==> src/mod_decomp_defines.vh <==
// Purpose: Shared constants for the modulation decompressor
// Assumes: Register index is the Avalon word address
// Notes:   Byte address of a register is four times its index
`ifndef MOD_DECOMP_DEFINES_VH
`define MOD_DECOMP_DEFINES_VH

// ----------------------------------------
// Register indices
// ----------------------------------------
`define REG_CTRL     3'h0
`define REG_MASK4    3'h1
`define REG_MASK5    3'h2
`define REG_SCALE4_0 3'h3
`define REG_SCALE4_1 3'h4
`define REG_SCALE5_0 3'h5
`define REG_SCALE5_1 3'h6
`define REG_STATUS   3'h7

// ----------------------------------------
// Field positions
// ----------------------------------------
`define CTRL_ENABLE_BIT 0
`define CTRL_EXT5_BIT   1
`define CTRL_WIDTH_LSB  8
`define CTRL_WIDTH_MSB  12
`define MASK_E0_LSB     0
`define MASK_E0_MSB     11
`define MASK_E1_LSB     16
`define MASK_E1_MSB     27
`define SCALE_MSB       14
`define SCALE_CSF_BIT   15
`define STAT_SAT_BIT    0
`define STAT_MISS_BIT   1
`define STAT_COUNT_LSB  16

// ----------------------------------------
// Reset values and constants
// ----------------------------------------
`define CTRL_RESET      32'h0000_1001
`define MASK_RESET      32'h0000_0FFF
`define SCALE_RESET     16'h4000
`define SAMPLE_MAX_W    5'h10
`define RE_PER_PRB_LAST 4'hB
`define SQRT2_Q2_14     16'h5A82
`define SQRT2_FRAC      14
`define OUT_POS_MAX     16'h7FFF
`define OUT_NEG_MAX     16'h8000
`define ROUND_HALF      36'h0_0000_8000

`endif

==> src/modulation_iq_decompressor.v <==
// Purpose: Expands modulation-compressed downlink IQ words
// Assumes: Sample stream and Avalon master share clock_i
// Notes:   One IQ component per word, I then Q, twelve REs per PRB
//
// The implementer's own choices: the register offsets and register access over Avalon-MM.
`timescale 1ns/1ns
`default_nettype none
`include "mod_decomp_defines.vh"

// What this block does
// - Every IQ component is taken from the stream as a raw word of the configured sample width, or of the maximum width when that field is 0 or above it.
// - The raw word is read as a two's complement fraction with one integer bit, giving a value in [-1,1).
// - When the selected shift flag is 1, two to the minus sample width is added, otherwise nothing.
// - In extension 4 mode each RE takes the shift flag and scale of the mask entry with a one at that RE.
// - In extension 5 mode each RE takes the shift flag and alternate scale of the ext5 mask with a one there.
// - The output is the selected scale times the possibly unshifted value times the square root of two.
// - A section holds at most two modulation types, so only two flag and scale pairs exist per PRB.
// - Each scale factor is held with 15 bits of precision.
// - The output magnitude never exceeds one, and one stands for full scale.
// - A shift flag of 1 means unshift the REs, 0 means no correction.
module modulation_iq_decompressor #(
	parameter FIFO_DEPTH = 8,
	parameter FIFO_AW = 3,
	parameter ROUND_EN = 1,
	parameter SAT_EN = 1
) (
	input wire clock_i,
	input wire reset_n_i,
	input wire [2:0] avs_address_i,
	input wire avs_read_i,
	input wire avs_write_i,
	input wire [31:0] avs_writedata_i,
	input wire [3:0] avs_byteenable_i,
	output reg [31:0] avs_readdata_o,
	output reg avs_waitrequest_o,
	input wire [15:0] raw_iq_word_i,
	input wire raw_sop_i,
	input wire raw_valid_i,
	output wire raw_ready_o,
	output reg [15:0] scaled_iq_value_o,
	output reg scaled_is_q_o,
	output reg [3:0] scaled_re_index_o,
	output reg scaled_valid_o,
	input wire scaled_ready_i
);

// ----------------------------------------
// Helper functions
// ----------------------------------------

// Byte-lane merge for register writes
function [31:0] merge_be;
	input [31:0] old_v;
	input [31:0] new_v;
	input [3:0] be;
	integer k;
	begin
		merge_be = old_v;
		for (k = 0; k < 4; k = k + 1) begin
			if (be[k]) begin
				merge_be[k*8 +: 8] = new_v[k*8 +: 8];
			end
		end
	end
endfunction

// Byte-lane merge for the 16-bit scale registers
function [15:0] merge_lo;
	input [15:0] old_v;
	input [31:0] new_v;
	input [3:0] be;
	begin
		merge_lo = old_v;
		if (be[0])
			merge_lo[7:0] = new_v[7:0];
		if (be[1])
			merge_lo[15:8] = new_v[15:8];
	end
endfunction

// Mask bit for an RE, RE 0 in the highest mask bit
function mask_hit;
	input [11:0] mask;
	input [3:0] re;
	reg [3:0] pos;
	begin
		pos = `RE_PER_PRB_LAST - re;
		mask_hit = mask[pos];
	end
endfunction

// Widths of 0 or above the maximum fall back to the maximum
function [4:0] eff_width;
	input [4:0] w;
	begin
		if (w == 5'h00 || w > `SAMPLE_MAX_W) begin
			eff_width = `SAMPLE_MAX_W;
		end else begin
			eff_width = w;
		end
	end
endfunction

// 15-bit scale times root two, kept with 15 fraction bits
function [16:0] scale_root2;
	input [14:0] s;
	reg [31:0] p;
	begin
		p = {17'h00000, s} * {16'h0000, `SQRT2_Q2_14};
		scale_root2 = p[30:`SQRT2_FRAC];
	end
endfunction

// ----------------------------------------
// Registers and state
// ----------------------------------------
reg [31:0] ctrl;
reg [31:0] mask4;
reg [31:0] mask5;
reg [15:0] scale4_0;
reg [15:0] scale4_1;
reg [15:0] scale5_0;
reg [15:0] scale5_1;
reg sat_flag;
reg miss_flag;
reg [15:0] sample_count;
reg [3:0] re_idx;
reg comp_q;

wire enable;
wire ext5;
wire [4:0] width;
wire bus_wr;
wire bus_rd;
wire [16:0] fifo_out;
wire fifo_valid;
wire pop;

assign enable = ctrl[`CTRL_ENABLE_BIT];
assign ext5 = ctrl[`CTRL_EXT5_BIT];
assign width = eff_width(ctrl[`CTRL_WIDTH_MSB:`CTRL_WIDTH_LSB]);
assign bus_wr = avs_write_i & ~avs_waitrequest_o;
assign bus_rd = avs_read_i & avs_waitrequest_o;
// Stalls while disabled or while the output stage is held
assign pop = fifo_valid & enable & (~scaled_valid_o | scaled_ready_i);

// ----------------------------------------
// Input buffering
// ----------------------------------------

// Back-pressure reaches the source through raw_ready_o
iq_word_fifo #(
	.WIDTH(17),
	.DEPTH(FIFO_DEPTH),
	.AW(FIFO_AW)
) u_fifo (
	.clock_i(clock_i),
	.reset_n_i(reset_n_i),
	.in_data_i({raw_sop_i, raw_iq_word_i}),
	.in_valid_i(raw_valid_i),
	.in_ready_o(raw_ready_o),
	.out_data_o(fifo_out),
	.out_valid_o(fifo_valid),
	.out_ready_i(pop)
);

// ----------------------------------------
// Datapath
// ----------------------------------------
reg [3:0] cur_re;
reg cur_q;
reg [11:0] sel_m0;
reg [11:0] sel_m1;
reg [15:0] sel_e0;
reg [15:0] sel_e1;
reg hit0;
reg hit1;
reg [15:0] entry;
reg [31:0] shifted;
reg [15:0] norm;
reg [17:0] samp;
reg [17:0] unshift;
reg [16:0] scale_eff;
reg [35:0] prod;
reg [35:0] rounded;
reg [19:0] whole;
reg [15:0] next_value;
reg next_sat;
reg [3:0] next_re;
reg next_q;

// RE position, restarted by the PRB start marker
always @* begin
	cur_re = fifo_out[16] ? 4'h0 : re_idx;
	cur_q = fifo_out[16] ? 1'b0 : comp_q;
	next_q = ~cur_q;
	next_re = cur_re;
	if (cur_q) begin
		next_re = (cur_re == `RE_PER_PRB_LAST) ? 4'h0 : cur_re + 4'h1;
	end
end

// Pick the flag and scale pair for this RE
always @* begin
	if (ext5) begin
		sel_m0 = mask5[`MASK_E0_MSB:`MASK_E0_LSB];
		sel_m1 = mask5[`MASK_E1_MSB:`MASK_E1_LSB];
		sel_e0 = scale5_0;
		sel_e1 = scale5_1;
	end else begin
		sel_m0 = mask4[`MASK_E0_MSB:`MASK_E0_LSB];
		sel_m1 = mask4[`MASK_E1_MSB:`MASK_E1_LSB];
		sel_e0 = scale4_0;
		sel_e1 = scale4_1;
	end
	hit0 = mask_hit(sel_m0, cur_re);
	hit1 = mask_hit(sel_m1, cur_re);
	// Only two pairs; an RE in neither mask falls back to entry 0
	entry = (hit0 | ~hit1) ? sel_e0 : sel_e1;
end

// Normalise, unshift, scale, round and saturate
always @* begin
	// Keep exactly width bits, MSB aligned as a Q1.15 fraction
	shifted = {16'h0000, fifo_out[15:0]} << (`SAMPLE_MAX_W - width);
	norm = shifted[15:0];
	samp = {norm[15], norm, 1'b0};
	unshift = 18'h00000;
	if (entry[`SCALE_CSF_BIT]) begin
		unshift = 18'h00001 << (`SAMPLE_MAX_W - width);
	end
	samp = samp + unshift;
	scale_eff = scale_root2(entry[`SCALE_MSB:0]);
	prod = $signed(samp) * $signed({1'b0, scale_eff});
	rounded = prod;
	if (ROUND_EN != 0) begin
		rounded = prod + `ROUND_HALF;
	end
	whole = rounded[35:16];
	next_sat = 1'b0;
	next_value = whole[15:0];
	// Clamp so that the result never exceeds unit magnitude
	if (SAT_EN != 0) begin
		if (!whole[19] && whole[18:15] != 4'h0) begin
			next_value = `OUT_POS_MAX;
			next_sat = 1'b1;
		end else if (whole[19] && whole[18:15] != 4'hF) begin
			next_value = `OUT_NEG_MAX;
			next_sat = 1'b1;
		end
	end
end

// ----------------------------------------
// Output stage and stream position
// ----------------------------------------

// Output words stand until taken by the consumer
always @(posedge clock_i or negedge reset_n_i) begin
	if (!reset_n_i) begin
		scaled_valid_o <= 1'b0;
		scaled_iq_value_o <= 16'h0000;
		scaled_is_q_o <= 1'b0;
		scaled_re_index_o <= 4'h0;
		re_idx <= 4'h0;
		comp_q <= 1'b0;
		sample_count <= 16'h0000;
	end else begin
		if (pop) begin
			scaled_valid_o <= 1'b1;
			scaled_iq_value_o <= next_value;
			scaled_is_q_o <= cur_q;
			scaled_re_index_o <= cur_re;
			re_idx <= next_re;
			comp_q <= next_q;
			sample_count <= sample_count + 16'h0001;
		end else if (scaled_ready_i) begin
			scaled_valid_o <= 1'b0;
		end
	end
end

// ----------------------------------------
// Avalon slave
// ----------------------------------------

// One wait cycle per access, answer in the next cycle
always @(posedge clock_i or negedge reset_n_i) begin
	if (!reset_n_i) begin
		avs_waitrequest_o <= 1'b1;
		avs_readdata_o <= 32'h0000_0000;
	end else begin
		if ((avs_read_i | avs_write_i) && avs_waitrequest_o) begin
			avs_waitrequest_o <= 1'b0;
		end else begin
			avs_waitrequest_o <= 1'b1;
		end
		if (bus_rd) begin
			case (avs_address_i)
				`REG_CTRL: avs_readdata_o <= ctrl;
				`REG_MASK4: avs_readdata_o <= mask4;
				`REG_MASK5: avs_readdata_o <= mask5;
				`REG_SCALE4_0: avs_readdata_o <= {16'h0000, scale4_0};
				`REG_SCALE4_1: avs_readdata_o <= {16'h0000, scale4_1};
				`REG_SCALE5_0: avs_readdata_o <= {16'h0000, scale5_0};
				`REG_SCALE5_1: avs_readdata_o <= {16'h0000, scale5_1};
				`REG_STATUS: avs_readdata_o <= {sample_count, 14'h0000, miss_flag, sat_flag};
				default: avs_readdata_o <= 32'h0000_0000;
			endcase
		end
	end
end

// Configuration writes; unused bits are kept at zero
always @(posedge clock_i or negedge reset_n_i) begin
	if (!reset_n_i) begin
		ctrl <= `CTRL_RESET;
		mask4 <= `MASK_RESET;
		mask5 <= `MASK_RESET;
		scale4_0 <= `SCALE_RESET;
		scale4_1 <= `SCALE_RESET;
		scale5_0 <= `SCALE_RESET;
		scale5_1 <= `SCALE_RESET;
	end else if (bus_wr) begin
		case (avs_address_i)
			`REG_CTRL: ctrl <= merge_be(ctrl, avs_writedata_i, avs_byteenable_i) & 32'h0000_1F03;
			`REG_MASK4: mask4 <= merge_be(mask4, avs_writedata_i, avs_byteenable_i) & 32'h0FFF_0FFF;
			`REG_MASK5: mask5 <= merge_be(mask5, avs_writedata_i, avs_byteenable_i) & 32'h0FFF_0FFF;
			`REG_SCALE4_0: scale4_0 <= merge_lo(scale4_0, avs_writedata_i, avs_byteenable_i);
			`REG_SCALE4_1: scale4_1 <= merge_lo(scale4_1, avs_writedata_i, avs_byteenable_i);
			`REG_SCALE5_0: scale5_0 <= merge_lo(scale5_0, avs_writedata_i, avs_byteenable_i);
			`REG_SCALE5_1: scale5_1 <= merge_lo(scale5_1, avs_writedata_i, avs_byteenable_i);
			default: ctrl <= ctrl;
		endcase
	end
end

// ----------------------------------------
// Sticky status
// ----------------------------------------
wire clr_sat;
wire clr_miss;
wire set_sat;
wire set_miss;

assign clr_sat = bus_wr & (avs_address_i == `REG_STATUS) & avs_byteenable_i[0]
	& avs_writedata_i[`STAT_SAT_BIT];
assign clr_miss = bus_wr & (avs_address_i == `REG_STATUS) & avs_byteenable_i[0]
	& avs_writedata_i[`STAT_MISS_BIT];
assign set_sat = pop & next_sat;
assign set_miss = pop & ~hit0 & ~hit1;

// Write one to clear; a new event in the same cycle wins
always @(posedge clock_i or negedge reset_n_i) begin
	if (!reset_n_i) begin
		sat_flag <= 1'b0;
		miss_flag <= 1'b0;
	end else begin
		sat_flag <= set_sat | (sat_flag & ~clr_sat);
		miss_flag <= set_miss | (miss_flag & ~clr_miss);
	end
end

endmodule // modulation_iq_decompressor

`default_nettype wire

==> src/iq_word_fifo.v <==
// Purpose: Small synchronous FIFO for raw sample words
// Assumes: Single clock, asynchronous active-low reset
// Notes:   Room and empty are registered so ready and valid are flops
`timescale 1ns/1ns
`default_nettype none

module iq_word_fifo #(
	parameter WIDTH = 17,
	parameter DEPTH = 8,
	parameter AW = 3
) (
	input wire clock_i,
	input wire reset_n_i,
	input wire [WIDTH-1:0] in_data_i,
	input wire in_valid_i,
	output wire in_ready_o,
	output wire [WIDTH-1:0] out_data_o,
	output wire out_valid_o,
	input wire out_ready_i
);

reg [WIDTH-1:0] store [0:DEPTH-1];
reg [AW-1:0] wr_ptr;
reg [AW-1:0] rd_ptr;
reg [AW:0] count;
reg room;
reg empty;
wire push;
wire pop;
wire [AW:0] next_count;

assign in_ready_o = room;
assign out_valid_o = ~empty;
assign out_data_o = store[rd_ptr];
assign push = in_valid_i & room;
assign pop = out_ready_i & ~empty;
assign next_count = count + {{AW{1'b0}}, push} - {{AW{1'b0}}, pop};

// Storage write, no reset needed on data
always @(posedge clock_i) begin
	if (push) begin
		store[wr_ptr] <= in_data_i;
	end
end

// Pointers and flags; wrap assumes DEPTH is a power of two
always @(posedge clock_i or negedge reset_n_i) begin
	if (!reset_n_i) begin
		wr_ptr <= {AW{1'b0}};
		rd_ptr <= {AW{1'b0}};
		count <= {(AW+1){1'b0}};
		room <= 1'b1;
		empty <= 1'b1;
	end else begin
		if (push) begin
			wr_ptr <= wr_ptr + {{(AW-1){1'b0}}, 1'b1};
		end
		if (pop) begin
			rd_ptr <= rd_ptr + {{(AW-1){1'b0}}, 1'b1};
		end
		count <= next_count;
		room <= (next_count != DEPTH[AW:0]);
		empty <= (next_count == {(AW+1){1'b0}});
	end
end

endmodule // iq_word_fifo

`default_nettype wire

==> config.mk <==
export PLATFORM = sky130hd
export DESIGN_NAME = modulation_iq_decompressor
export DESIGN_NICKNAME = d
export VERILOG_FILES = /design/src/modulation_iq_decompressor.v /design/src/iq_word_fifo.v
export VERILOG_INCLUDE_DIRS = /design/src
export SDC_FILE = /design/constraint.sdc
export NUM_CORES = 1
export LEC_CHECK = 0
export BUFFER_PORTS_ARGS = -buffer_cell sky130_fd_sc_hd__buf_4
export CORE_MARGIN = 5
export CORE_UTILIZATION = 55
export CTS_BUF_LIST = sky130_fd_sc_hd__clkbuf_8
export CTS_CLUSTER_SIZE = 8
export DETAILED_ROUTE_END_ITERATION = 10
export PLACE_DENSITY = 0.74
export SLEW_MARGIN = 20
export SYNTH_ARGS = -nofsm -noshare
export SYNTH_HDL_FRONTEND = slang
export SYNTH_SLANG_ARGS = --single-unit
export TNS_END_PERCENT = 20
==> constraint.sdc <==
create_clock -name clock_i -period 16.3 [get_ports clock_i]
set_input_delay 0.815 -clock clock_i [delete_from_list [all_inputs] [get_ports clock_i]]
set_output_delay 0.815 -clock clock_i [all_outputs]
set_load 0.05 [all_outputs]
==> impl_metrics.json <==
{
  "relSlewSlack_pct": 21.6,
  "crit_path_end": "scaled_iq_value_o[5]$_DFFE_PN0P_",
  "syn_area_per_cell_um2": 10.7,
  "final_cell_mix": "497 x inv_1, 330 x fa_1, 323 x nand2_1",
  "clkTransAtPathRegs_ns": 0.06,
  "seq_area_frac_synth_pct": 30.3,
  "async_flop_share_pct": 60.6,
  "fin_crit_sh_pct": 94.1,
  "syn_area_um2": 30800,
  "hold_viol": 0,
  "nets": 3608,
  "grt_pass1_vias": 23137,
  "synth_xor_area_share_pct": 3.20,
  "dp_slack_ns": 0.348,
  "cp-end-kind": "flip-flop",
  "drc": 0,
  "setup_viol": 0,
  "status": "finished clean",
  "ys_seq_elements": 345,
  "grt_pass1_wl_um": 119000,
  "ys_types": 76,
  "synth_ff_type": "dfrtp_1",
  "design.core.area_um2": 55300,
  "drt-initial-drc-count": 1404,
  "vias": 21371,
  "cts_tree": "built",
  "period_needed_ns": 15.35,
  "cts_root_buf": "clkbuf_8",
  "dr.pass1.iters": 5,
  "hold_class": "in2async",
  "syn_inst": 2882,
  "h-tree-depth": 2,
  "rsz0062_at_grt": "false",
  "synth-compound-area-share_pct": 7.73,
  "routabilityCongestion": 0.931,
  "ff2ff_path_depth": 58,
  "die_h_um": 247,
  "vias_per_cell": 5.66,
  "die_w_um": 247,
  "drive_gt1_share_pct": 16.2,
  "layout_commonest_cell": "inv_1",
  "setup.worst_path.start": "u_fifo.rd_ptr[0]$_DFFE_PN0P_",
  "yosys.area_share.simple_pct": 10.1,
  "overflow": 0,
  "reg2reg_slack_ns": 0.95,
  "hpwlAfterDp_um": 56600,
  "timing.hold.ws_ns": 0.183,
  "cts_num_sinks": 345,
  "critPathKind": "reg2reg",
  "syn_to_final_growth_pct": 8.72,
  "placement.io_buffers": 113,
  "grt_max_degree": 79,
  "slew_viol_final": 0,
  "layout_setup_ws_ns": 0.955,
  "clk_latency_ns": 0.62,
  "cpPeakStageDelay_ns": 0.64,
  "cpMostUsedCell": "inv_1",
  "yosys_warnings": 0,
  "start_util_pct": 55.8,
  "ant_nets": 0,
  "io_pins": 118,
  "cts-buffers-inserted": 52,
  "worst_pin_slew_ns": 1.17,
  "dieArea_um2": 60900,
  "synth_mux_area_share_pct": 11.0,
  "antenna_found_initial": 0,
  "setup-tns-final_ns": 0,
  "fin_skew_ns": 0.0318,
  "wirelength_um": 71800,
  "routedWlPerCell_um": 19.0,
  "synth_fa_ha_area_share_pct": 30.6,
  "synth_edf_count": 136,
  "synth_top_family_by_area": "adder cells",
  "fin_util_pct": 60.6,
  "reg2reg_to": "scaled_iq_value_o[5]$_DFFE_PN0P_",
  "max_freq_mhz": 65.2,
  "grt.total_usage_pct": 24.3,
  "synth_nets": 3501,
  "startpoint_type": "flip-flop",
  "crit_required_ns": 16.78,
  "clk_path_buf_depth": 3,
  "row_count": 86,
  "diodes": 0,
  "slowest_stage": "mux4_2",
  "critPathMaxFanout": 19,
  "reg2reg_from": "u_fifo.rd_ptr[0]$_DFFE_PN0P_",
  "max_cap_violations": 0,
  "arrival_ns": 15.82
}
registers in the layout (all words and copies together), names as in the netlist, 7 cells and up:
register and flops:
scale4_1 16, sample_count 16, scale4_0 16, scale5_0 16, u_fifo.store 136, scaled_iq_value_o 16, mask4 24, avs_readdata_o 32
mask5 24, ctrl 7, scale5_1 16
timing repair:
item | in CTS | in global routing
setup endpoints to repair | 0 | 16
buffers inserted | 0 | 1
hold buffers | 0 | 0
gates resized for setup | 0 | 2
logic make-up (layout without fill, tap and decap cells):
family / count (synthesis) / count (layout)
multiplexers: 245 / 245
flip-flops: 345 / 345
AND/OR/NAND/NOR: 701 / 701
XOR/XNOR: 112 / 112
buffers and inverters: 569 / 714
AO/OA/AOI/OAI: 353 / 353
adder cells (fa/ha/maj): 557 / 557
routing by layer:
metal	GRT usage (%)	vias to the layer above	part of all wire, %
li1	-	9747	-
met1	31.7	10777	41
met2	41.8	690	49
met3	3.80	157	6.1
met4	8.19	0	3.8
met5	0	-	0
area by class of cell:
class | instances | area [µm²]
timing repair buffer | 160 | 1220
sequential | 345 | 9360
inverter | 462 | 1730
multi-input combinational | 1968 | 19400
clock inverter | 38 | 155
tap | 748 | 936
fill | 4513 | 21800
clock buffer | 54 | 743
synth_stat cells, types with 5 or more instances:
| cell type | n | area, µm² |
|---|---|---|
| buf_6 | 5 | 56.3 |
| dfstp_2 | 33 | 867 |
| xor2_1 | 34 | 298 |
| mux2i_1 | 46 | 460 |
| o311ai_1 | 10 | 87.6 |
| buf_1 | 13 | 48.8 |
| nand3_1 | 19 | 95.1 |
| and2_1 | 40 | 250 |
| nor2b_1 | 32 | 200 |
| fa_1 | 330 | 6610 |
| o21bai_1 | 12 | 90.1 |
| a21o_1 | 34 | 255 |
| a21oi_1 | 87 | 435 |
| ha_1 | 227 | 2840 |
| nand2b_1 | 24 | 150 |
| inv_1 | 462 | 1730 |
| and3_1 | 22 | 138 |
| a22o_1 | 6 | 52.6 |
| nand2_1 | 324 | 1220 |
| edfxtp_1 | 136 | 4080 |
| or3_1 | 5 | 31.3 |
| mux4_2 | 60 | 1350 |
| a31oi_1 | 5 | 31.3 |
| nor3_1 | 16 | 80.1 |
| dfrtp_1 | 176 | 4400 |
| o22ai_1 | 11 | 68.8 |
| a211oi_1 | 6 | 45.0 |
| a22oi_1 | 22 | 165 |
| nand4_1 | 12 | 75.1 |
| xnor2_1 | 77 | 674 |
| buf_2 | 7 | 35.0 |
| nor2_1 | 184 | 691 |
| a221oi_1 | 15 | 131 |
| or2_2 | 8 | 50.1 |
| clkbuf_1 | 82 | 308 |
| mux2_2 | 138 | 1550 |
| o21ai_0 | 97 | 485 |
stage by stage:
stage / instances / instance area (µm²)
2_1_floorplan: 2882 / 30800
3_3_place_gp: 3682 / 32600
3_5_place_dp: 3682 / 32600
4_1_cts: 3774 / 33500
5_1_grt: 3775 / 33500
6_report: 3775 / 33500
critical path: cells and delay by family, from the launching register on:
kind                     cells  cell delay, ns
AND/OR/NAND/NOR             13            2.15
adder cells (fa/ha/maj)     15            6.25
buffers and inverters       11            1.14
AO/OA/AOI/OAI               14            3.45
flip-flops                   1            0.46
multiplexers                 4            1.45
XOR/XNOR                     1            0.28
worst min path at each step:
stage                                       from  depth (start not counted)                        endpoint  slack, ns
floorplan           sample_count[15]$_DFFE_PN0P_                          1    sample_count[15]$_DFFE_PN0P_       0.45
global placement    sample_count[15]$_DFFE_PN0P_                          1    sample_count[15]$_DFFE_PN0P_       0.46
detailed placement     scaled_is_q_o$_DFFE_PN0P_                          2       scaled_is_q_o$_DFFE_PN0P_       0.47
CTS                                    reset_n_i                          1  avs_readdata_o[29]$_DFFE_PN0P_       0.18
global route                           reset_n_i                          1           mask4[22]$_DFFE_PN0P_       0.20
finish                                 reset_n_i                          1           mask4[22]$_DFFE_PN0P_       0.18
Power is left out: the tool's default activity adds up to more than one toggle a clock period on the data nets, which glitch-free logic cannot reach.
